File: config.mk
export PLATFORM = sky130hd
export DESIGN_NAME = overvoltage_trip_elements
export DESIGN_NICKNAME = d
export VERILOG_FILES = /design/src/logic/ovt_pkg.sv /design/src/logic/overvoltage_trip_elements.sv
export SDC_FILE = /design/constraint.sdc
export NUM_CORES = 1
export LEC_CHECK = 0
export BUFFER_PORTS_ARGS = -buffer_cell sky130_fd_sc_hd__buf_2
export CAP_MARGIN = 0
export CORE_MARGIN = 4
export CORE_UTILIZATION = 60
export DETAILED_ROUTE_END_ITERATION = 8
export PLACE_DENSITY = 0.81
export REMOVE_ABC_BUFFERS = 1
export SLEW_MARGIN = 5
export SYNTH_ARGS = -nofsm -noshare
export SYNTH_HDL_FRONTEND = slang
export SYNTH_SLANG_ARGS = --single-unit
File: constraint.sdc
create_clock -name clk_sys -period 17 [get_ports clk_sys]
set_input_delay 0 -clock clk_sys [delete_from_list [all_inputs] [get_ports clk_sys]]
set_output_delay 0 -clock clk_sys [all_outputs]
set_load 0.02 [all_outputs]
File: src/logic/ovt_pkg.sv
// package of constants for the overvoltage trip elements
package ovt_pkg;
    // clock and timebase
    localparam int CLK_MHZ          = 200;     // system clock rate
    localparam int TICK_MS          = 10;      // timer step, one setting lsb of operate time
    localparam int TICK_CYCLES_DEF  = TICK_MS * CLK_MHZ * 1000;
    localparam int DROPOFF_MS       = 200;     // trip hold after pickup clears
    localparam int DROPOFF_TICKS    = DROPOFF_MS / TICK_MS;
    // one extra tick so the hold never falls short of the full time
    localparam int DROPOFF_LOAD     = DROPOFF_TICKS + 1;
    localparam int INST_MS          = 50;      // instantaneous trip limit
    // widths
    localparam int VOLT_W           = 12;      // voltage in 0.1 V units
    localparam int TIME_W           = 10;      // operate time in 0.01 s units
    localparam int DROP_W           = 5;
    localparam int ADDR_W           = 8;
    localparam int NUM_UNITS        = 4;       // phase a, phase b, ground a, ground b
    // unit indices
    localparam int UNIT_PH_A        = 0;
    localparam int UNIT_PH_B        = 1;
    localparam int UNIT_GF_A        = 2;
    localparam int UNIT_GF_B        = 3;
    // register byte offsets
    localparam logic [7:0] REG_CTRL      = 8'h00;
    localparam logic [7:0] REG_THR_BASE  = 8'h04;  // four thresholds, one word each
    localparam logic [7:0] REG_TIME_BASE = 8'h14;  // four operate times, one word each
    localparam logic [7:0] REG_STATUS    = 8'h24;
    // control field positions
    localparam int CTRL_EN_LSB      = 0;       // four enables
    localparam int CTRL_SEL_LSB     = 4;       // line_voltage_method for phase a, b
    localparam int CTRL_SRC_LSB     = 6;       // residual_input_method for ground a, b
    localparam int CTRL_LOCK_LSB    = 8;       // phase a locks, phases a..c
    localparam int CTRL_W           = 11;
    // status field positions
    localparam int STAT_TRIP_LSB    = 0;
    localparam int STAT_PICK_LSB    = 4;
    // reset values
    localparam logic [CTRL_W-1:0] CTRL_RST   = 11'h000;
    localparam logic [VOLT_W-1:0] PH_THR_RST = 12'h4B0;  // 120.0 V
    localparam logic [VOLT_W-1:0] GF_THR_RST = 12'h0C8;  // 20.0 V
    localparam logic [TIME_W-1:0] TIME_RST   = 10'h000;
    localparam logic [TIME_W-1:0] TIME_MAX   = 10'h3E8;  // 10.00 s
endpackage : ovt_pkg
File: src/logic/overvoltage_trip_elements.sv
// two phase and two ground-fault overvoltage trip elements with register port
//
// The register offsets and the strobed register port were chosen for this implementation.
`timescale 1ns/1ps

module overvoltage_trip_elements #(
    parameter int TICK_CYCLES = ovt_pkg::TICK_CYCLES_DEF  // clock cycles per 10 ms step
) (
    // clock and reset
    input  wire logic                       clk_sys,
    input  wire logic                       rst,
    // register port
    input  wire logic [ovt_pkg::ADDR_W-1:0] addr,
    input  wire logic [31:0]                wdata,
    input  wire logic                       wr,
    input  wire logic                       rd,
    output logic      [31:0]                rdata,
    // phase-to-neutral voltages, 0.1 V units
    input  wire logic [ovt_pkg::VOLT_W-1:0] volt_a,
    input  wire logic [ovt_pkg::VOLT_W-1:0] volt_b,
    input  wire logic [ovt_pkg::VOLT_W-1:0] volt_c,
    // phase-to-phase voltages, 0.1 V units
    input  wire logic [ovt_pkg::VOLT_W-1:0] volt_ab,
    input  wire logic [ovt_pkg::VOLT_W-1:0] volt_bc,
    input  wire logic [ovt_pkg::VOLT_W-1:0] volt_ca,
    // residual_voltage_terminal, 0.1 V units
    input  wire logic [ovt_pkg::VOLT_W-1:0] volt_residual,
    // trip outputs to contact logic
    output logic                            trip_phase_a,
    output logic                            trip_phase_b,
    output logic                            trip_ground_a,
    output logic                            trip_ground_b
);
    localparam int NU    = ovt_pkg::NUM_UNITS;
    localparam int TCK_W = $clog2(TICK_CYCLES + 1);

    // refuse a timebase that cannot count
    if (TICK_CYCLES < 1) begin : g_bad_tick
        $error("TICK_CYCLES must be at least one");
    end

    // settings
    logic [ovt_pkg::CTRL_W-1:0] ctrl_q;                 // enables, selects, locks
    logic [ovt_pkg::VOLT_W-1:0] thr_q  [NU];            // thresholds per unit
    logic [ovt_pkg::TIME_W-1:0] time_q [NU];            // operate times per unit
    // timebase
    logic [TCK_W-1:0]           tick_cnt_q;             // prescaler
    logic                       tick;                   // one cycle every 10 ms
    // per-unit state
    logic [ovt_pkg::TIME_W-1:0] op_cnt_q  [NU];         // operate timer
    logic [ovt_pkg::TIME_W-1:0] op_cnt_d  [NU];
    logic [NU-1:0]              op_done_q;              // timer expired
    logic [NU-1:0]              op_done_d;
    logic [ovt_pkg::DROP_W-1:0] drop_q    [NU];         // off-delay counter
    logic [ovt_pkg::DROP_W-1:0] drop_d    [NU];
    logic [NU-1:0]              trip_q;                 // registered trip
    logic [NU-1:0]              trip_d;
    logic [NU-1:0]              pickup;                 // level over threshold
    logic [NU-1:0]              unit_en;
    // measurement selection
    logic [ovt_pkg::VOLT_W-1:0] phase_v [3];
    logic [ovt_pkg::VOLT_W-1:0] line_v  [3];
    logic [ovt_pkg::VOLT_W+1:0] sum3;                   // va+vb+vc
    logic [ovt_pkg::VOLT_W-1:0] zero_seq_sum;           // summed_phases_method result
    logic [ovt_pkg::VOLT_W-1:0] zero_seq [2];           // per ground unit
    logic [2:0]                 phase_lock [2];         // unit b never locks
    logic [2:0]                 phase_hit  [2];
    logic [31:0]                rdata_q;
    logic [31:0]                rdata_d;
    logic [31:0]                status_word;

    assign phase_v[0] = volt_a;
    assign phase_v[1] = volt_b;
    assign phase_v[2] = volt_c;
    assign line_v[0]  = volt_ab;
    assign line_v[1]  = volt_bc;
    assign line_v[2]  = volt_ca;
    assign unit_en    = ctrl_q[ovt_pkg::CTRL_EN_LSB +: NU];

    // zero sequence magnitude as a third of the summed phases
    assign sum3         = {2'h0, volt_a} + {2'h0, volt_b} + {2'h0, volt_c};
    assign zero_seq_sum = ovt_pkg::VOLT_W'(sum3 / 14'h0003);

    // lock bits belong to phase unit a only
    assign phase_lock[0] = ctrl_q[ovt_pkg::CTRL_LOCK_LSB +: 3];
    assign phase_lock[1] = 3'h0;

    // phase units: per-phase compare then OR of unlocked phases
    for (genvar u = 0; u < 2; u++) begin : g_phase
        for (genvar p = 0; p < 3; p++) begin : g_ph
            logic [ovt_pkg::VOLT_W-1:0] v_sel;
            // line_voltage_method when the select bit is set
            assign v_sel = ctrl_q[ovt_pkg::CTRL_SEL_LSB + u] ? line_v[p] : phase_v[p];
            assign phase_hit[u][p] = (v_sel > thr_q[u]) && !phase_lock[u][p];
        end
        assign pickup[u] = |phase_hit[u];
    end

    // ground units: source select then compare
    for (genvar g = 0; g < 2; g++) begin : g_ground
        // residual_input_method when the source bit is set
        assign zero_seq[g] = ctrl_q[ovt_pkg::CTRL_SRC_LSB + g] ? volt_residual
                                                                : zero_seq_sum;
        assign pickup[ovt_pkg::UNIT_GF_A + g] =
            zero_seq[g] > thr_q[ovt_pkg::UNIT_GF_A + g];
    end

    // 10 ms timebase shared by all units
    assign tick = (tick_cnt_q == TCK_W'(TICK_CYCLES - 1));

    always_ff @(posedge clk_sys) begin
        if (rst || tick) begin
            tick_cnt_q <= '0;
        end else begin
            tick_cnt_q <= tick_cnt_q + 1'b1;
        end
    end

    // identical timer and off-delay per unit; enable gates everything
    for (genvar i = 0; i < NU; i++) begin : g_unit
        always_comb begin
            op_cnt_d[i]  = op_cnt_q[i];
            op_done_d[i] = op_done_q[i];
            drop_d[i]    = drop_q[i];
            if (!unit_en[i]) begin
                // disabled: nothing runs, nothing held
                op_cnt_d[i]  = '0;
                op_done_d[i] = 1'b0;
                drop_d[i]    = '0;
            end else if (pickup[i]) begin
                // zero time expires in the first cycle of pickup
                if (op_cnt_q[i] >= time_q[i]) begin
                    op_done_d[i] = 1'b1;
                end else if (tick) begin
                    op_cnt_d[i] = op_cnt_q[i] + 1'b1;
                end
                // load on expiry itself, so a trip whose pickup ends at once still gets
                // the full hold instead of a one-cycle pulse
                if (op_done_d[i]) begin
                    drop_d[i] = ovt_pkg::DROP_W'(ovt_pkg::DROPOFF_LOAD);
                end
            end else begin
                // dropout restarts the operate timer from zero
                op_cnt_d[i]  = '0;
                op_done_d[i] = 1'b0;
                if (drop_q[i] != '0 && tick) begin
                    drop_d[i] = drop_q[i] - 1'b1;
                end
            end
            trip_d[i] = unit_en[i] && (op_done_d[i] || drop_d[i] != '0);
        end

        always_ff @(posedge clk_sys) begin
            if (rst) begin
                op_cnt_q[i]  <= '0;
                op_done_q[i] <= 1'b0;
                drop_q[i]    <= '0;
                trip_q[i]    <= 1'b0;
            end else begin
                op_cnt_q[i]  <= op_cnt_d[i];
                op_done_q[i] <= op_done_d[i];
                drop_q[i]    <= drop_d[i];
                trip_q[i]    <= trip_d[i];
            end
        end

        // disabled unit never trips one cycle later
        property p_trip_off_disabled;
            @(posedge clk_sys) disable iff (rst)
            !unit_en[i] |=> !trip_q[i];
        endproperty
        a_trip_off_disabled: assert property (p_trip_off_disabled)
            else $error("trip asserted while unit disabled");

        // zero operate time trips within two cycles of steady pickup
        property p_inst_trip;
            @(posedge clk_sys) disable iff (rst)
            (unit_en[i] && pickup[i] && time_q[i] == '0) [*2] |=> trip_q[i];
        endproperty
        a_inst_trip: assert property (p_inst_trip)
            else $error("instantaneous trip missing");

        // a trip only starts from a live pickup
        property p_trip_cause;
            @(posedge clk_sys) disable iff (rst)
            $rose(trip_q[i]) |-> $past(pickup[i]) && $past(unit_en[i]);
        endproperty
        a_trip_cause: assert property (p_trip_cause)
            else $error("trip rose without pickup");

        // trip held after pickup drops while enable stays on
        property p_dropoff_hold;
            @(posedge clk_sys) disable iff (rst)
            (trip_q[i] && !pickup[i] && unit_en[i] && !tick && $past(op_done_q[i]))
                |=> trip_q[i] || !unit_en[i];
        endproperty
        a_dropoff_hold: assert property (p_dropoff_hold)
            else $error("trip released without off-delay");

        // timer cleared after a dropout
        property p_timer_restart;
            @(posedge clk_sys) disable iff (rst)
            !pickup[i] |=> op_cnt_q[i] == '0 && !op_done_q[i];
        endproperty
        a_timer_restart: assert property (p_timer_restart)
            else $error("operate timer not restarted");

        // timer never trips early: done implies count reached setting
        property p_no_early;
            @(posedge clk_sys) disable iff (rst)
            $rose(op_done_q[i]) |-> $past(op_cnt_q[i]) >= $past(time_q[i]);
        endproperty
        a_no_early: assert property (p_no_early)
            else $error("operate timer expired early");

        c_trip: cover property (@(posedge clk_sys) disable iff (rst) $rose(trip_q[i]));
        c_release: cover property (@(posedge clk_sys) disable iff (rst) $fell(trip_q[i]));
    end

    // fully locked unit a cannot pick up
    property p_lock_all;
        @(posedge clk_sys) disable iff (rst)
        (&phase_lock[0]) |-> !pickup[ovt_pkg::UNIT_PH_A];
    endproperty
    a_lock_all: assert property (p_lock_all)
        else $error("locked phases picked up");

    // phase method on unit b follows phase a voltage
    property p_phase_method;
        @(posedge clk_sys) disable iff (rst)
        (!ctrl_q[ovt_pkg::CTRL_SEL_LSB + 1] && volt_a > thr_q[ovt_pkg::UNIT_PH_B])
            |-> pickup[ovt_pkg::UNIT_PH_B];
    endproperty
    a_phase_method: assert property (p_phase_method)
        else $error("phase voltage over threshold not picked up");

    // residual source compares the residual input directly
    property p_residual;
        @(posedge clk_sys) disable iff (rst)
        ctrl_q[ovt_pkg::CTRL_SRC_LSB] |->
            pickup[ovt_pkg::UNIT_GF_A] == (volt_residual > thr_q[ovt_pkg::UNIT_GF_A]);
    endproperty
    a_residual: assert property (p_residual)
        else $error("ground pickup disagrees with residual input");

    c_lock_use: cover property (@(posedge clk_sys) disable iff (rst)
        phase_lock[0] != 3'h0 && pickup[ovt_pkg::UNIT_PH_A]);

    // register decode
    logic       wr_ctrl;
    logic       hit_thr;
    logic       hit_time;
    logic [7:0] thr_off;
    logic [7:0] time_off;
    logic [1:0] thr_idx;
    logic [1:0] time_idx;

    assign thr_off  = addr - ovt_pkg::REG_THR_BASE;
    assign time_off = addr - ovt_pkg::REG_TIME_BASE;
    assign hit_thr  = addr >= ovt_pkg::REG_THR_BASE && addr < ovt_pkg::REG_TIME_BASE
                      && addr[1:0] == 2'h0;
    assign hit_time = addr >= ovt_pkg::REG_TIME_BASE && addr < ovt_pkg::REG_STATUS
                      && addr[1:0] == 2'h0;
    assign thr_idx  = thr_off[3:2];
    assign time_idx = time_off[3:2];
    assign wr_ctrl  = wr && addr == ovt_pkg::REG_CTRL;

    // status shows live trips and pickups
    assign status_word = {24'h000000, pickup, trip_q};

    // read mux; unmapped addresses read zero
    assign rdata_d = (addr == ovt_pkg::REG_CTRL)   ? {21'h000000, ctrl_q} :
                     hit_thr                       ? {20'h00000, thr_q[thr_idx]} :
                     hit_time                      ? {22'h000000, time_q[time_idx]} :
                     (addr == ovt_pkg::REG_STATUS) ? status_word : 32'h00000000;

    // settings registers
    always_ff @(posedge clk_sys) begin
        if (rst) begin
            ctrl_q <= ovt_pkg::CTRL_RST;
        end else if (wr_ctrl) begin
            ctrl_q <= wdata[ovt_pkg::CTRL_W-1:0];
        end
    end

    for (genvar r = 0; r < NU; r++) begin : g_set
        always_ff @(posedge clk_sys) begin
            if (rst) begin
                thr_q[r]  <= (r < 2) ? ovt_pkg::PH_THR_RST : ovt_pkg::GF_THR_RST;
                time_q[r] <= ovt_pkg::TIME_RST;
            end else begin
                if (wr && hit_thr && thr_idx == 2'(r)) begin
                    thr_q[r] <= wdata[ovt_pkg::VOLT_W-1:0];
                end
                // times above 10.00 s saturate
                if (wr && hit_time && time_idx == 2'(r)) begin
                    time_q[r] <= (wdata[ovt_pkg::TIME_W-1:0] > ovt_pkg::TIME_MAX)
                                 ? ovt_pkg::TIME_MAX : wdata[ovt_pkg::TIME_W-1:0];
                end
            end
        end
    end

    // read data valid only in the cycle after the strobe
    always_ff @(posedge clk_sys) begin
        if (rst) begin
            rdata_q <= 32'h00000000;
        end else begin
            rdata_q <= rd ? rdata_d : 32'h00000000;
        end
    end

    assign rdata         = rdata_q;
    assign trip_phase_a  = trip_q[ovt_pkg::UNIT_PH_A];
    assign trip_phase_b  = trip_q[ovt_pkg::UNIT_PH_B];
    assign trip_ground_a = trip_q[ovt_pkg::UNIT_GF_A];
    assign trip_ground_b = trip_q[ovt_pkg::UNIT_GF_B];
endmodule : overvoltage_trip_elements

==> results.yml <==
cts:
  cts_num_sinks: 200
  clk_latency_ns: 0.44
  cts_tree: "yes"
  htree_levels: 4
  cts_buffer_depth: 2
  clk_pin_slew_ns: 0.07
  cts-root-buf: "clkbuf_16"
  numCtsBuffers: 17
  post_cts_resized: 0
sta:
  rsz0062_at_grt: "no"
  slew-limit-headroom_pct: 15.3
  min_period_ns: 8.47
  slew_violations: 0
  setup_viol: 0
  fin_tns_setup_ns: 0
  hold_viol: 0
  finalCritPeriodShare_pct: 49.8
  fin_worst_skew_ns: 0.00848
  max_freq_mhz: 118
  tightest_slew_ns: 1.25
placement:
  dp.cells: 2067
  hpwl_mm: 32.2
  io_buffer_count: 123
  gp_congestion: 0.968
  placed_area_um2: 16300
run_status:
  status: "complete, no violations"
floorplanning:
  die_y_um: 169
  dieWidth_um: 169
  dieArea_um2: 28600
  core-area_um2: 25300
  start_util_pct: 61.4
  ioPinCount: 164
  rows: 58
routing:
  vias: 13200
  firstDrtPassIters: 6
  routed_wirelength_mm: 41.5
  first_iter_violations: 1237
  final_antenna_net_count: 0
  vias_per_cell: 6.23
  drcViolationCount: 0
  routedWlPerCell_um: 19.7
synth:
  ys.flop_type: "dfxtp_1"
  synth_seq_area_share_pct: 31.4
  synth-edff-count: 88
  synthesis.area_um2: 15600
  yosysUniqueCellTypes: 94
  synth_cells: 1676
  synth-seq-cells: 200
  synth_area_leaders: "edfxtp_1, dfxtp_1, ha_1"
  syn_area_per_cell_um2: 9.28
  yosys_warnings: 0
  ys_async_sr_fraction_pct: 0
  yosys.area.top_type_share_pct: 17.0
  synth_top_area_cell: "edfxtp_1"
global_route:
  grt_pass1_wl_mm: 64.8
  antenna_found_initial: 2
  grt_usage_pct: 28.3
  grt_pass1_vias: 12700
  grt_max_degree: 40
  globalRouteOverflowTotal: 0
worst_setup_path:
  endpoint_kind: "flop"
  cpMaxStageDelayCell: "nor3_1"
  arrival_ns: 8.79
  path_delay_family: "compound AO/OA/AOI/OAI gates"
  critical_path_class: "primary input to flop"
  critPathMaxFanout: 11
  crit_buf_inv: 3
  required_ns: 17.32
  start_kind: "primary input"
  slowest_delay_ns: 0.88
final_layout:
  final_cells: 2111
  nNetsFinal: 2071
  drive_gt1_share_pct: 16.4
  antennaDiodeCount: 0
  post-route-util_pct: 67.0
  area_growth_pct: 9.10
  post-route-cell-area_um2: 17000
power:
  power_density_nw_per_um2: 104
  swShare_pct: 39.0
  power_frac_comb_pct: 47.8
  irDropWorstVdd_mv: 0.0745
  p_switching_uw: 687
  clkPwrFrac_pct: 22.6
  power.internal_mw: 1.08
  finalPower_mw: 1.76
  p_leak_nw: 7.50
  pwr-share-seq_pct: 29.6
worst_hold_path:
  hold_path.class: "primary input to flop"
job:
  max_cap_violations: 0
-- final timing paths --
| kind | depth (start not counted) | end | slack [ns] | from |
|---|---|---|---|---|
| hold reg to reg | 1 | tick_cnt_q[0] | 0.46 | tick_cnt_q[0] |
| hold / removal | 3 | rdata[11] | 0.03 | addr[5] |
| setup reg to reg | 16 | trip_phase_a | 12.19 | ctrl_q[4] |
| setup / recovery | 35 | trip_ground_a | 8.53 | volt_a[4] |
-- state kept, by name (all words and copies together) (netlist names) --
signal,flops
ctrl_q,11
drop_q,20
op_cnt_q,40
op_done_q,4
rdata,12
thr_q,48
tick_cnt_q,21
time_q,40
trip_ground_a,1
trip_ground_b,1
trip_phase_a,1
trip_phase_b,1
-- layout by cell type, fill, tap and decap left out, types with 54 or more instances in the layout --
cell type / netlist / routed
mux2_2: 77 / 77
nand2_1: 104 / 104
buf_2: 7 / 123
inv_1: 116 / 116
edfxtp_1: 88 / 88
a21oi_1: 69 / 69
and3_1: 68 / 68
a21o_1: 71 / 71
ha_1: 162 / 162
dfxtp_1: 112 / 112
nor2_1: 159 / 159
o21ai_0: 54 / 54
-- per-layer routing --
metal  vias to the layer above  track usage, %  wire length, µm
met4                         4            12.8             1800
met2                       608            49.0            20100
met1                      6187            34.8            16300
met5                         -               0               25
met3                       117            4.46             3270
li1                       6244               -                -
-- worst reg2reg max path, delay by kind of cell, from the launching register on --
family | cells | cell delay, ns
buffers and inverters | 1 | 0.46
multiplexers | 1 | 0.43
flip-flops | 1 | 0.38
adder cells (fa/ha/maj) | 1 | 0.30
AND/OR/NAND/NOR | 4 | 0.75
AO/OA/AOI/OAI | 9 | 2.44
-- through the flow --
stage / hold WS (ns) / setup slack, ns
after floorplan: 0.0691 / 9.64
after global placement: 0.295 / 8.49
after detailed placement: 0.312 / 8.26
after CTS: 0.0000239 / 8.72
after global routing: 0.0409 / 7.77
final: 0.0304 / 8.53
-- synth_stat cells, drive strengths merged, types with 8 or more instances --
| cell | n |
|---|---|
| a211oi | 14 |
| xnor2 | 33 |
| nand4 | 26 |
| mux2i | 13 |
| buf | 40 |
| mux2 | 77 |
| xor2 | 39 |
| a21oi | 70 |
| ha | 162 |
| dfxtp | 112 |
| nor3 | 33 |
| a21o | 71 |
| fa | 13 |
| or2 | 8 |
| a221oi | 8 |
| nand2 | 104 |
| inv | 116 |
| o31ai | 9 |
| o211ai | 9 |
| and2 | 16 |
| nor2b | 28 |
| and3 | 70 |
| edfxtp | 88 |
| or3 | 8 |
| nand2b | 47 |
| nor2 | 160 |
| o21a | 10 |
| nand3 | 39 |
| o21ai | 61 |
| and4 | 13 |
| clkbuf | 47 |
| a31oi | 14 |
| mux4 | 22 |
-- area by class of cell --
type	count	area, µm²
multi-input combinational	1292	9880
sequential	200	4880
timing repair buffer	141	781
fill	1986	8350
tap	330	413
clock buffer	21	482
inverter	116	435
clock inverter	11	101
-- power by group through the flow --
stage / clock [mW] / combinational, mW / sequential (mW)
floorplan: 0 / 0.623 / 0.527
global placement: 0 / 0.785 / 0.532
detailed placement: 0 / 0.818 / 0.533
CTS: 0.402 / 0.828 / 0.522
global route: 0.421 / 0.928 / 0.523
finish: 0.398 / 0.842 / 0.522
-- kinds of logic after synthesis --
family                     synth area share, %
muxes                                     9.59
xor gates and xnor gates                  4.15
AOI/OAI and AO/OA                         15.3
DFF                                       31.4
adders and majority gates                 14.8
other                                   0.0241
buffers and inverters                     5.58
and+or+nand+nor                           19.2
-- what timing repair did --
item / in CTS / in global routing
buffers inserted: 0 / 0
hold buffers: 12 / 0
endpoints found under the hold margin: 21 / 0
No activity file was read; power rests on OpenSTA's default activity.
